$ cat src/design/uart_irq_defs.svh
/*
 * Register offsets, field positions, reset values and interrupt codes
 * for one channel's interrupt and feature control.
 * Assumes a 3-bit register address and 8-bit data.
 */
`ifndef UART_IRQ_DEFS_SVH
`define UART_IRQ_DEFS_SVH

// Register offsets.
`define OFS_INT_EN 3'h0
`define OFS_INT_ID 3'h1
`define OFS_FEAT 3'h2
`define OFS_FIFO_CTL 3'h3
`define OFS_LINE_CTL 3'h4
`define OFS_THRESH 3'h5
`define OFS_XOFF2 3'h6
`define OFS_STATUS 3'h7

// Interrupt enable bit positions.
`define IE_RHR 0
`define IE_THR 1
`define IE_LSR 2
`define IE_MODEM 3
`define IE_SLEEP 4
`define IE_XOFF 5
`define IE_RTS 6
`define IE_CTS 7

// Feature control bit positions.
`define FE_WREN 4
`define FE_SPECIAL 5
`define FE_AUTO_RTS 6
`define FE_AUTO_CTS 7

// Other field positions.
`define FC_FIFO_EN 0
`define LC_RTS 1
`define LC_THRESH_EN 6

// Write masks of bits that need the write enable.
`define IE_EXT_MASK 8'hF0
`define FC_EXT_MASK 8'h30
`define LC_EXT_MASK 8'hE0

// Reset value of every register.
`define REG_RESET 8'h00

// Identification codes for bits 5:0.
`define CODE_NONE 6'h01
`define CODE_LSR 6'h06
`define CODE_TIMEOUT 6'h0C
`define CODE_RHR 6'h04
`define CODE_THR 6'h02
`define CODE_MODEM 6'h00
`define CODE_XOFF 6'h10
`define CODE_FLOW 6'h20

// Threshold fields count in steps of four characters.
`define THRESH_SHIFT 2

`endif

$ cat src/design/uart_irq_pkg.sv
/*
 * Types for the interrupt and feature control block.
 * Assumes the defines header is compiled alongside.
 */
`default_nettype none

package uart_irq_pkg;

    // Level sources from the rest of the channel.
    typedef struct packed {
        logic line_error;
        logic rx_timeout;
        logic rx_ready;
        logic thr_empty;
        logic modem_change;
    } irq_sources_s;

    // Received character strobe with its data.
    typedef struct packed {
        logic valid;
        logic [7:0] data;
    } rx_char_s;

    // Source chosen for reporting.
    typedef enum logic [2:0] {
        SRC_NONE = 3'b000,
        SRC_LSR = 3'b001,
        SRC_TIMEOUT = 3'b010,
        SRC_RHR = 3'b011,
        SRC_THR = 3'b100,
        SRC_MODEM = 3'b101,
        SRC_XOFF = 3'b110,
        SRC_FLOW = 3'b111
    } irq_src_e;

endpackage

`default_nettype wire

$ cat src/design/uart_interrupt_and_feature_control.sv
/*
 * Interrupt enable, prioritised identification and enhanced feature
 * control for one UART channel, with auto CTS and auto RTS.
 * Assumes register strobes and all inputs are synchronous to ref_clk,
 * and that the receive FIFO level comes from the channel's FIFO.
 */
// The implementer's own choices: the register offsets and the strobed register port.
// Behaviour
// - Enable bit 4 set puts the channel into sleep mode.
// - Enable bit 3 gates the modem-status interrupt.
// - Enable bit 2 gates the receiver line-status interrupt.
// - Enable bit 1 gates the transmit-holding-empty interrupt.
// - Enable bit 0 gates the receive-data interrupt.
// - Enable bits 7:4 ignore writes unless feature bit 4 is set.
// - All enable bits, sleep included, reset to zero.
// - Identification is read-only and reports the top pending source.
// - Identification bits 7:6 both mirror the FIFO enable bit.
// - Identification bit 0 is low while an enabled source pends.
// - Identification bit 4 marks an Xoff or special character source.
// - Identification bit 5 marks a CTS or RTS low-to-high source.
// - Line error first; time-out and receive data share second.
// - Transmit empty third, modem change fourth.
// - Xoff or special character fifth, CTS/RTS change sixth.
// - With feature bit 7, a high CTS stops the transmitter.
// - With feature bit 6, RTS follows halt and resume thresholds.
// - With feature bit 5, match received characters to second Xoff.
// - Feature bit 4 gates writes to extended enable, FIFO, line bits.
// - Feature bits 3:0 select the software flow control mode.
// - Auto CTS, auto RTS and special detect reset disabled.
// - Interrupt output follows any enabled pending source.
// - Enable bits 7, 6, 5 gate CTS, RTS and Xoff sources.
`include "uart_irq_defs.svh"

`default_nettype none

module uart_interrupt_and_feature_control
    import uart_irq_pkg::*;
#(
    parameter int ADDR_W = 3,
    parameter int LEVEL_W = 7
) (
    // Clock and reset.
    input wire logic ref_clk,
    input wire logic rst,
    // Register port.
    input wire logic [ADDR_W-1:0] addr,
    input wire logic [7:0] wdata,
    input wire logic wr,
    input wire logic rd,
    output logic [7:0] rdata,
    // Channel events.
    input wire irq_sources_s sources,
    input wire rx_char_s rx_char,
    input wire logic xoff_received,
    input wire logic [LEVEL_W-1:0] rx_level,
    // Modem lines.
    input wire logic cts_n,
    output logic rts_n,
    // Controls to the channel.
    output logic irq,
    output logic tx_stop,
    output logic sleep_mode,
    output logic [3:0] sw_flow_mode,
    output logic [7:0] fifo_ctrl,
    output logic [7:0] line_ctrl
);

    logic [7:0] int_en;
    logic [7:0] feat;
    logic [7:0] fifo_ctl;
    logic [7:0] line_ctl;
    logic [7:0] thresh;
    logic [7:0] xoff2;
    logic xoff_flag;
    logic cts_flag;
    logic rts_flag;
    logic cts_q;
    logic rts_q;
    logic wren;
    logic id_read;
    logic special_hit;
    logic cts_rise;
    logic rts_rise;
    logic pend_lsr;
    logic pend_tmo;
    logic pend_rhr;
    logic pend_thr;
    logic pend_modem;
    logic pend_xoff;
    logic pend_flow;
    logic any_pending;
    logic [5:0] code;
    irq_src_e src;
    logic [7:0] ident;
    logic [7:0] next_rdata;
    logic [LEVEL_W-1:0] halt_level;
    logic [LEVEL_W-1:0] resume_level;

    // Write enable for extended bits and identification-read strobe.
    // Reading the identification register is what retires a sticky flag.
    assign wren = feat[`FE_WREN];
    assign id_read = rd && (addr == `OFS_INT_ID);

    // Interrupt enable register; upper nibble needs the write enable.
    // A gated write still updates the lower nibble, so the host sees no error.
    always_ff @(posedge ref_clk) begin
        if (rst) begin
            int_en <= `REG_RESET;
        end else if (wr && (addr == `OFS_INT_EN)) begin
            if (wren) begin
                int_en <= wdata;
            end else begin
                int_en <= (int_en & `IE_EXT_MASK)
                    | (wdata & ~`IE_EXT_MASK);
            end
        end
    end

    // Feature control register, always writable.
    always_ff @(posedge ref_clk) begin
        if (rst) begin
            feat <= `REG_RESET;
        end else if (wr && (addr == `OFS_FEAT)) begin
            feat <= wdata;
        end
    end

    // FIFO control register; bits 5:4 need the write enable.
    always_ff @(posedge ref_clk) begin
        if (rst) begin
            fifo_ctl <= `REG_RESET;
        end else if (wr && (addr == `OFS_FIFO_CTL)) begin
            if (wren) begin
                fifo_ctl <= wdata;
            end else begin
                fifo_ctl <= (fifo_ctl & `FC_EXT_MASK)
                    | (wdata & ~`FC_EXT_MASK);
            end
        end
    end

    // Modem line control register; bits 7:5 need the write enable.
    always_ff @(posedge ref_clk) begin
        if (rst) begin
            line_ctl <= `REG_RESET;
        end else if (wr && (addr == `OFS_LINE_CTL)) begin
            if (wren) begin
                line_ctl <= wdata;
            end else begin
                line_ctl <= (line_ctl & `LC_EXT_MASK)
                    | (wdata & ~`LC_EXT_MASK);
            end
        end
    end

    // Threshold register takes writes only with both enables set.
    // Any other write to it is dropped silently.
    always_ff @(posedge ref_clk) begin
        if (rst) begin
            thresh <= `REG_RESET;
        end else if (wr && (addr == `OFS_THRESH) && wren
                && line_ctl[`LC_THRESH_EN]) begin
            thresh <= wdata;
        end
    end

    // Second Xoff character for special-character detect.
    always_ff @(posedge ref_clk) begin
        if (rst) begin
            xoff2 <= `REG_RESET;
        end else if (wr && (addr == `OFS_XOFF2)) begin
            xoff2 <= wdata;
        end
    end

    // Special character match; the character still goes to the FIFO.
    assign special_hit = feat[`FE_SPECIAL] && rx_char.valid
        && (rx_char.data == xoff2);

    // Previous pin levels for low-to-high detection.
    // Both start at the idle-high level, so leaving reset shows no false edge.
    always_ff @(posedge ref_clk) begin
        if (rst) begin
            cts_q <= 1'b1;
            rts_q <= 1'b1;
        end else begin
            cts_q <= cts_n;
            rts_q <= rts_n;
        end
    end

    assign cts_rise = cts_n && !cts_q;
    assign rts_rise = rts_n && !rts_q;

    // Xoff or special flag; a new event beats a clearing read.
    // The flag latches even while its enable is clear and pends once enabled.
    always_ff @(posedge ref_clk) begin
        if (rst) begin
            xoff_flag <= 1'b0;
        end else if (xoff_received || special_hit) begin
            xoff_flag <= 1'b1;
        end else if (id_read && (src == SRC_XOFF)) begin
            xoff_flag <= 1'b0;
        end
    end

    // CTS change flag; a new edge beats a clearing read.
    always_ff @(posedge ref_clk) begin
        if (rst) begin
            cts_flag <= 1'b0;
        end else if (cts_rise) begin
            cts_flag <= 1'b1;
        end else if (id_read && (src == SRC_FLOW)) begin
            cts_flag <= 1'b0;
        end
    end

    // RTS change flag; a new edge beats a clearing read.
    always_ff @(posedge ref_clk) begin
        if (rst) begin
            rts_flag <= 1'b0;
        end else if (rts_rise) begin
            rts_flag <= 1'b1;
        end else if (id_read && (src == SRC_FLOW)) begin
            rts_flag <= 1'b0;
        end
    end

    // Each source gated by its enable bit.
    // Time-out and receive data share one enable, as they share one level.
    assign pend_lsr = sources.line_error && int_en[`IE_LSR];
    assign pend_tmo = sources.rx_timeout && int_en[`IE_RHR];
    assign pend_rhr = sources.rx_ready && int_en[`IE_RHR];
    assign pend_thr = sources.thr_empty && int_en[`IE_THR];
    assign pend_modem = sources.modem_change
        && int_en[`IE_MODEM];
    assign pend_xoff = xoff_flag && int_en[`IE_XOFF];
    assign pend_flow = (cts_flag && int_en[`IE_CTS])
        || (rts_flag && int_en[`IE_RTS]);

    assign any_pending = pend_lsr || pend_tmo || pend_rhr || pend_thr
        || pend_modem || pend_xoff || pend_flow;

    // Priority encoder, re-evaluated every cycle.
    // Time-out is tested before receive data inside the shared second level.
    always_comb begin
        src = SRC_NONE;
        code = `CODE_NONE;
        if (pend_lsr) begin
            src = SRC_LSR;
            code = `CODE_LSR;
        end else if (pend_tmo) begin
            src = SRC_TIMEOUT;
            code = `CODE_TIMEOUT;
        end else if (pend_rhr) begin
            src = SRC_RHR;
            code = `CODE_RHR;
        end else if (pend_thr) begin
            src = SRC_THR;
            code = `CODE_THR;
        end else if (pend_modem) begin
            src = SRC_MODEM;
            code = `CODE_MODEM;
        end else if (pend_xoff) begin
            src = SRC_XOFF;
            code = `CODE_XOFF;
        end else if (pend_flow) begin
            src = SRC_FLOW;
            code = `CODE_FLOW;
        end
    end

    // Identification byte with the FIFO enable mirrored on top.
    // Writes never reach this byte; it is rebuilt from live state.
    assign ident = {fifo_ctl[`FC_FIFO_EN], fifo_ctl[`FC_FIFO_EN],
        code};

    // Read multiplexer; identification has no write path at all.
    // The status word packs the pin and output levels into the low bits.
    always_comb begin
        next_rdata = `REG_RESET;
        if (addr == `OFS_INT_EN) begin
            next_rdata = int_en;
        end else if (addr == `OFS_INT_ID) begin
            next_rdata = ident;
        end else if (addr == `OFS_FEAT) begin
            next_rdata = feat;
        end else if (addr == `OFS_FIFO_CTL) begin
            next_rdata = fifo_ctl;
        end else if (addr == `OFS_LINE_CTL) begin
            next_rdata = line_ctl;
        end else if (addr == `OFS_THRESH) begin
            next_rdata = thresh;
        end else if (addr == `OFS_XOFF2) begin
            next_rdata = xoff2;
        end else if (addr == `OFS_STATUS) begin
            next_rdata = {5'h00, rts_n, tx_stop, irq};
        end
    end

    // Read data stand one cycle after the strobe, zero otherwise.
    // Returning zero between reads keeps a stale byte off the bus.
    always_ff @(posedge ref_clk) begin
        if (rst) begin
            rdata <= `REG_RESET;
        end else if (rd) begin
            rdata <= next_rdata;
        end else begin
            rdata <= `REG_RESET;
        end
    end

    // Interrupt pin follows the pending set, one cycle behind.
    // The register keeps glitches of the encoder off the pin.
    always_ff @(posedge ref_clk) begin
        if (rst) begin
            irq <= 1'b0;
        end else begin
            irq <= any_pending;
        end
    end

    // Transmitter stop under auto CTS.
    // The stop lags the pin by one cycle, so a character may still start.
    always_ff @(posedge ref_clk) begin
        if (rst) begin
            tx_stop <= 1'b0;
        end else begin
            tx_stop <= feat[`FE_AUTO_CTS] && cts_n;
        end
    end

    // Thresholds scaled from four-character steps.
    // Software is expected to keep the halt level above the resume level.
    assign halt_level = LEVEL_W'(thresh[3:0]) << `THRESH_SHIFT;
    assign resume_level = LEVEL_W'(thresh[7:4]) << `THRESH_SHIFT;

    // RTS pin: thresholds under auto RTS, else the line control bit.
    // Between the two levels the pin keeps its value.
    always_ff @(posedge ref_clk) begin
        if (rst) begin
            rts_n <= 1'b1;
        end else if (feat[`FE_AUTO_RTS]) begin
            if (rx_level >= halt_level) begin
                rts_n <= 1'b1;
            end else if (rx_level <= resume_level) begin
                rts_n <= 1'b0;
            end
        end else begin
            rts_n <= !line_ctl[`LC_RTS];
        end
    end

    // Register copies handed to the rest of the channel.
    // Each copy runs one cycle behind the register that it mirrors.
    always_ff @(posedge ref_clk) begin
        if (rst) begin
            sleep_mode <= 1'b0;
            sw_flow_mode <= 4'h0;
            fifo_ctrl <= `REG_RESET;
            line_ctrl <= `REG_RESET;
        end else begin
            sleep_mode <= int_en[`IE_SLEEP];
            sw_flow_mode <= feat[3:0];
            fifo_ctrl <= fifo_ctl;
            line_ctrl <= line_ctl;
        end
    end

endmodule

`default_nettype wire

$ cat config.mk
export PLATFORM = sky130hd
export DESIGN_NAME = uart_interrupt_and_feature_control
export DESIGN_NICKNAME = d
export VERILOG_FILES = /design/src/design/uart_irq_pkg.sv /design/src/design/uart_interrupt_and_feature_control.sv
export VERILOG_INCLUDE_DIRS = /design/src /design/src/design
export SDC_FILE = /design/constraint.sdc
export NUM_CORES = 1
export LEC_CHECK = 0
export ABC_AREA = 1
export BUFFER_PORTS_ARGS = -buffer_cell sky130_fd_sc_hd__buf_2
export CORE_ASPECT_RATIO = 1.1
export CORE_UTILIZATION = 58
export CTS_CLUSTER_DIAMETER = 80
export CTS_CLUSTER_SIZE = 30
export DETAILED_ROUTE_END_ITERATION = 7
export PLACE_DENSITY = 0.8
export SKIP_LAST_GASP = 1
export SLEW_MARGIN = 20
export SYNTH_ARGS = -nofsm -noshare
export SYNTH_HDL_FRONTEND = slang
export SYNTH_SLANG_ARGS = --single-unit
$ cat constraint.sdc
create_clock -name ref_clk -period 2.7 [get_ports ref_clk]
set_input_delay 0.54 -clock ref_clk [delete_from_list [all_inputs] [get_ports ref_clk]]
set_output_delay 0.54 -clock ref_clk [all_outputs]
set_load 0.005 [all_outputs]
# ---- After elaboration in Yosys (flattened, before gate mapping)
# Cells that the tools add are included.
dict set report word_totals {
  inputBits 38
  out_inout_bits 32
  word_cells 109
  regBits 85
}
dict set report op_classes {
  n_bitwise 4
  eq_ne 11
  muxes 33
  n_lt_le_gt_ge 2
  reduce_logical 40
}
# op count
set op_table {}
lappend op_table {{2-to-1 mux 8 bit} 10}
lappend op_table {{2-to-1 mux 6 bit} 7}
lappend op_table {{logical AND 1 bit} 24}
lappend op_table {{2-to-1 mux 3 bit} 8}
lappend op_table {{== test 3 bit, second input constant} 6}
lappend op_table {{== test 8 bit} 1}
lappend op_table {{logical OR 1 bit} 8}
lappend op_table {{2-to-1 mux 1 bit} 8}
lappend op_table {{OR 6 x 8 -> 8 bit} 1}
lappend op_table {{OR 8 x 4 -> 8 bit} 1}
lappend op_table {{OR 8 x 5 -> 8 bit} 1}
lappend op_table {{>= comparator 7 x 6 -> 1 bit} 1}
lappend op_table {{<= comparator 7 x 6 -> 1 bit} 1}
lappend op_table {{== test 3 x 2 -> 1 bit, second input constant} 2}
lappend op_table {{nonzero test 2 bit} 3}
lappend op_table {{== test 3 x 1 -> 1 bit, second input constant} 1}
lappend op_table {{logical NOT 1 bit} 3}
lappend op_table {{logical NOT 3 bit} 1}
lappend op_table {{!= test 3 x 1 -> 1 bit, second input constant} 1}
lappend op_table {{OR reduction 2 bit} 1}
lappend op_table {{inverter 1 bit} 1}

# ---- Depth between registers and ports, before layout
# Gate-level depths: netlist of run 1.
dict set report logic_depth {
  word_depth 13
  ltp_mapped 9
  depth_no_buf 9
}

# ---- Worst setup path after synthesis of run 1
# OpenSTA, ideal clock, no wires.
dict set report synth_path {
  path_type {in2reg}
  startpoint {input addr[2]}
  endpoint {register thresh[6]}
  setup_slack_ns 1.070
  path_buffers 2
  required_time_ns 2.581
  setup_ns 0.119
  t_arrival_ns 1.510
  stages 7
  path_cell_list {buf_2 -> nand3_2 -> nor4_2 -> inv_2 -> buf_2 -> o21ai_0 -> a21oi_1}
}
dict set report synth_between {
  elab_chain_len 4
}
# element line
set synth_rtl {}
lappend synth_rtl {{from (decl)} uart_interrupt_and_feature_control.sv:46} ;# input wire logic [ADDR_W-1:0] addr,
lappend synth_rtl {{== test 3 bit (no line)} --}
lappend synth_rtl {{logical AND 1 bit (3 in a row)} uart_interrupt_and_feature_control.sv:161} ;# end else if (wr && (addr == `OFS_THRESH) && wren
lappend synth_rtl {{to (signal assigned)} uart_interrupt_and_feature_control.sv:160} ;# thresh <= `REG_RESET;
lappend synth_rtl {{to (signal assigned)} uart_interrupt_and_feature_control.sv:163} ;# thresh <= wdata;
lappend synth_rtl {{to (decl)} uart_interrupt_and_feature_control.sv:72} ;# logic [7:0] thresh;
# No other way between the ends.
# A chain may end at the register's enable or synchronous reset.

# ---- Worst setup path in the final report of run 1
dict set report layout_path {
  startpoint {input addr[0]}
  endpoint {register int_en[4]}
}
dict set report layout_between {
  elab_chain_len 2
}
# element line
set layout_rtl {}
lappend layout_rtl {{logical NOT 3 bit (no line)} --}
lappend layout_rtl {{logical AND 1 bit} uart_interrupt_and_feature_control.sv:109} ;# end else if (wr && (addr == `OFS_INT_EN)) begin
lappend layout_rtl {{to (signal assigned)} uart_interrupt_and_feature_control.sv:108} ;# int_en <= `REG_RESET;
lappend layout_rtl {{to (signal assigned)} uart_interrupt_and_feature_control.sv:111} ;# int_en <= wdata;
lappend layout_rtl {{to (signal assigned)} uart_interrupt_and_feature_control.sv:113} ;# int_en <= (int_en & `IE_EXT_MASK)
lappend layout_rtl {{to (decl)} uart_interrupt_and_feature_control.sv:68} ;# logic [7:0] int_en;
# No other way between the ends.

==> results.yml, run 1 <==
yosys:
  synth_area_leaders: "dfxtp_1 45%, nand2_1 8.8%, nor2_1 8.1%"
  yosysUniqueCellTypes: 30
  synth_edf_count: 0
  synth_top_cells_by_count: "88 x nand2_1, 85 x dfxtp_1, 81 x nor2_1"
  syn_nets: 570
  synth_top_cell_area_share: 0.454
  yosysSeqAreaShare: 0.454
  syn_inst: 524
  synth_largest_area_cell: "dfxtp_1"
  synth_most_common_cell: "nand2_1"
  yosysWarnings: 0
  netlist_area_sq_um: 3750
  synth_seq_cells: 85
  synthArstFlopShare: 0
  avgSynthCellArea_sq_um: 7.15
  ys.flop_type: "dfxtp_1"
flow_run:
  cap_violations: 0
clock_tree:
  cts.sinks: 85
  cts_hold_buf: 0
  post_cts_buffers: 0
  clk_latency_ns: 0.36
  clockBufferDepth: 2
  numCtsBuffers: 9
  clk_pin_slew_ns: 0.08
  htreeDepth: 3
  cts_tree: "done"
  cts_resized: 0
  root_buffer: "clkbuf_8"
floorplan:
  coreArea_sq_um: 6190
  ios: 70
  fp-row-count: 30
  fp.dieH_um: 86.3
  die_w_um: 78.6
  dieArea_sq_um: 6780
  start_util: 0.605
power_and_ir_drop:
  seqPwrFrac: 0.522
  combPwrFrac: 0.088
  p_leak_nw: 2.00
  swShare: 0.246
  ir_drop_uv: 350
  p_int_w: 0.00188
  p_clk_frac: 0.390
  p_per_area_nw_per_um2: 572
  netSwitchingPower_w: 0.000612
critical_path:
  path_buf_inv: 2
  critPathTopFamily: "simple AND/OR/NAND/NOR gates"
  critical_path_class: "input pin to flip-flop"
  critPathArrivalTime_ns: 1.94
  required_ns: 2.96
  path_max_fanout: 13
  end_kind: "flip-flop"
  worstPathCellList: "buf_2, nor2_1, nand2_1, nor2_4, nand2_1, o211ai_1, inv_1"
  cp_slowest_stage_delay_ns: 0.31
  crit_top_cell: "nand2_1"
  cp-start-kind: "input pin"
  crit_slowest_cell: "nand2_1"
place:
  place_congestion: 0.966
  dp.cells: 659
  port_buffers: 69
  hpwl_mm: 7.09
  dp_slack_ns: 0.667
cells_and_area:
  finalNonFillerCells: 675
  register_area_sq_um: 1700
  drive_gt1_frac: 0.175
  final_nets: 636
  multi_input_area_sq_um: 1670
  num_antenna_cells: 0
  syn_to_final_growth_pct: 16.1
  utilization: 0.702
  fill_cells: 547
global_route:
  antenna_found_initial: 0
  grt_overflow: 0
  use_met2: 0.520
  met1_usage: 0.362
  grt_first_pass_wirelength_mm: 15.5
  use_met3: 0.0579
  grt_usage: 0.303
  grt_busiest_layer: "met2"
  grt_max_degree: 32
  grt_pass1_vias: 3311
timing:
  fin_ws_ns: 1.02
  tightest_slew_ns: 0.552
  tns_ns: 0
  slew_violations: 0
  min_period_over_period: 0.623
  max_slew_margin: 0.632
  finalCriticalPeriod_ns: 1.68
  rsz0062_at_grt: "no"
  fin_worst_skew_ns: 0.00629
  hold_viol: 0
  max_freq_ghz: 0.595
  setup_viol: 0
status:
  status: "finished, final reports clean"
worst_hold_path:
  hold_class: "input pin to flip-flop"
detailed_routing:
  vias: 3564
  vias_per_cell: 5.28
  wl_per_cell_um: 14.0
  drt-pass1-iter-count: 4
  ant_nets: 0
  drc: 0
  wl_mm: 9.45
  initialDrtViolationCount: 268
==> sequential cells by signal, summed over array words and instances (netlist names), 4 cells and up <==
signal,flops
feat,8
fifo_ctl,8
fifo_ctrl,8
int_en,8
line_ctl,8
line_ctrl,8
rdata,8
thresh,8
xoff2,8
sw_flow_mode,4
==> layout make-up <==
class,instances,share of cell area
multi-input cells,345,0.385
flip-flops and latches,85,0.391
clock buffers,10,0.0293
repair buffers,72,0.0846
inverters,77,0.0670
well taps,80,0.0230
clock inverters,6,0.0201
==> kinds of logic after synthesis <==
kind of cell,after synthesis,synth area share
AO/OA/AOI/OAI,107,0.146
adder cells (fa/ha/maj),8,0.0267
buffers and inverters,94,0.0992
flip-flops,85,0.454
AND/OR/NAND/NOR,230,0.274
==> cells in the final DEF (no fill, tap or decap), types with 4 or more instances in the layout <==
| cell type | instances |
|---|---|
| inv_1 | 73 |
| nand4_1 | 20 |
| o21ai_1 | 4 |
| o21ai_0 | 50 |
| nand2_1 | 88 |
| nor3_1 | 4 |
| nor2_1 | 81 |
| buf_2 | 69 |
| a21oi_1 | 48 |
| clkbuf_8 | 9 |
| dfxtp_1 | 85 |
| nand3_1 | 23 |
| ha_1 | 8 |
==> per-stage QoR <==
stage	instance area (sq um)	hold WS, ns	power, W
6_report	4350	0.433	0.00249
5_1_grt	4350	0.429	0.00257
4_1_cts	4350	0.417	0.00250
3_5_place_dp	4130	0.438	0.00154
3_3_place_gp	4130	0.404	0.00154
2_1_floorplan	3750	0.400	0.00145
==> power by group through the flow <==
stage	sequential (W)	clock, W	combinational (W)
3_3_place_gp	0.00133	0	0.000207
2_1_floorplan	0.00132	0	0.000130
3_5_place_dp	0.00133	0	0.000214
5_1_grt	0.00130	0.00103	0.000246
4_1_cts	0.00130	0.000981	0.000217
6_report	0.00130	0.000972	0.000218
==> final timing paths <==
check,from,to,slack [ns],cells after the start
worst max register to register,feat[4],thresh[2],1.18,5
worst min register to register,fifo_ctl[4],fifo_ctrl[4],0.45,2
worst min-delay path,cts_n,cts_q,0.43,3
worst max-delay path,addr[0],int_en[4],1.02,7
==> worst reg2reg max path, cell delays in order, from the launching register on <==
cell     delay [ns]
dfxtp_1        0.50
inv_1          0.14
nor4_2         0.35
inv_2          0.19
o21ai_0        0.19
a21oi_1        0.05
==> layer usage <==
metal  routed length (um)  share of wire
met2                 4590           0.49
met1                 4020           0.43
met5                    0              0
met4                  278          0.029
met3                  561          0.059
Power figures use the tool's default switching activity.
==> inputs of run 2 (changes only) <==
Settings changed: CORE_UTILIZATION 58 to 55, PLACE_DENSITY 0.8 to 0.76.
Clock period 2.7 ns to 1.6 ns, I/O delays scaled along.
==> run 2 against run 1 <==
  * Combinational power grew 79%
  * Wire length up 2.4%
  * First-iteration DRC count fell by 14%
  * Non-clock buffer count up 12
  * Critical path depth did not move
  * Design area rose by 2.4%
  * Hold slack worse by 0.23 ns
  * Sequential share of layout area decreased by 0.91 points
  * Sequential power is 68% higher
  * Global-route usage decreased by 1.1 points
  * Setup slack got worse by 0.84 ns
  * Register-to-register slack worse by 1.0 ns
  * Highest routed layer unchanged
==> results.yml, run 2 (same netlist as run 1, synthesis figures left out) <==
floorplan:
  die_w_um: 80.7
  coreArea_sq_um: 6590
  start_util: 0.568
  fp.dieH_um: 88.6
  ios: 70
  fp-row-count: 31
  dieArea_sq_um: 7150
cells_and_area:
  design_area_sq_um: 4450
  syn_to_final_growth_pct: 18.9
  final_common_cell: "nand2_1"
  final_cell_mix: "88 x nand2_1, 85 x dfxtp_1, 81 x nor2_1, 73 x inv_1, 69 x buf_2"
  finalNonFillerCells: 689
  num_antenna_cells: 0
  final_nets: 648
  drive_gt1_frac: 0.193
power_and_ir_drop:
  ir_drop_uv: 754
  seqPwrFrac: 0.511
  netSwitchingPower_w: 0.00108
  p_clk_frac: 0.398
  p_leak_nw: 2.06
  swShare: 0.252
  p_int_w: 0.00320
  combPwrFrac: 0.091
  power.total_w: 0.00429
  p_per_area_nw_per_um2: 963
critical_path:
  end_kind: "flip-flop"
  critPathArrivalTime_ns: 1.66
  path_max_fanout: 2
  cp-start-kind: "flip-flop"
  required_ns: 1.84
  critical_path_class: "flip-flop to flip-flop"
detailed_routing:
  drc: 0
  wl_per_cell_um: 14.0
  drt-pass1-iter-count: 6
  vias: 3681
  wl_mm: 9.68
  vias_per_cell: 5.34
  initialDrtViolationCount: 230
  ant_nets: 0
place:
  port_buffers: 69
  dpl_cell_area_sq_um: 4230
  hpwl_mm: 7.28
  dp.cells: 673
  place_congestion: 0.899
timing:
  hold-worst-slack_ns: 0.201
  rsz0062_at_grt: "no"
  max_freq_ghz: 0.703
  fin_worst_skew_ns: 0.0111
  max_slew_margin: 0.709
  hold_viol: 0
  tightest_slew_ns: 0.436
  tns_ns: 0
  finalCriticalPeriod_ns: 1.42
  slew_violations: 0
  setup_viol: 0
  min_period_over_period: 0.889
global_route:
  grt_first_pass_wirelength_mm: 15.5
  antenna_found_initial: 0
  grt_max_degree: 36
  grt_usage: 0.292
  grt_pass1_vias: 3325
  grt_overflow: 0
status:
  status: "finished, final reports clean"
clock_tree:
  cts_resized: 0
  cts_tree: "done"
  root_buffer: "clkbuf_8"
  clk_latency_ns: 0.35
  clockBufferDepth: 2
  cts_hold_buf: 0
  htreeDepth: 3
  cts.sinks: 85
  post_cts_buffers: 0
  clk_pin_slew_ns: 0.09
  numCtsBuffers: 9
worst_hold_path:
  hold_class: "input pin to flip-flop"
flow_run:
  cap_violations: 0
[run 2: cell count changes in the layout (fill, tap and decap cells not counted)]
cell / change
clkinv_2: -2
clkinv_4: -1
clkbuf_1: -1
clkinvlp_4: +1
inv_6: +3
buf_4: +12
[run 2: layout make-up]
type                       instances  area [sq um]
clock inverter                     7           103
inverter                          77           292
fill                             591          2140
tap                               82           103
timing repair buffer              84           458
sequential                        85          1700
multi-input combinational        345          1670
clock buffer                       9           124
[run 2: worst max-delay path, stage by stage (launching register included)]
cell and delay (ns):
dfxtp_1 0.36, inv_1 0.08, ha_1 0.17, or2_2 0.26, a21oi_1 0.11, nand3_1 0.12, a21oi_1 0.14, nand3_1 0.08
[run 2: per-layer routing]
metal,track usage,up-vias,share of wire
met5,0,-,0
met4,0.112,0,0.019
met3,0.0619,19,0.072
met2,0.505,149,0.49
met1,0.354,1668,0.42
li1,-,1845,-
[run 2: power by group through the flow]
stage	registers (W)	clock network [W]	logic [W]
2_1_floorplan	0.00223	0	0.000220
3_3_place_gp	0.00224	0	0.000372
3_5_place_dp	0.00224	0	0.000383
4_1_cts	0.00219	0.00172	0.000387
5_1_grt	0.00220	0.00182	0.000438
6_report	0.00219	0.00170	0.000390
[run 2: worst paths after layout]
path,from,end,slack [ns],cells after the start
setup / recovery,thresh[3],rts_n,0.18,7
hold / removal,cts_n,cts_q,0.20,3
setup reg to reg,thresh[3],rts_n,0.18,7
hold reg to reg,cts_q,cts_flag,0.42,1
[run 2: stage by stage]
stage | setup slack, ns | utilization
detailed placement | 0.00247 | 0.641
global placement | 0.0299 | 0.641
CTS | 0.184 | 0.675
floorplan | 0.190 | -
global route | 0.0660 | 0.675
finish | 0.178 | 0.675
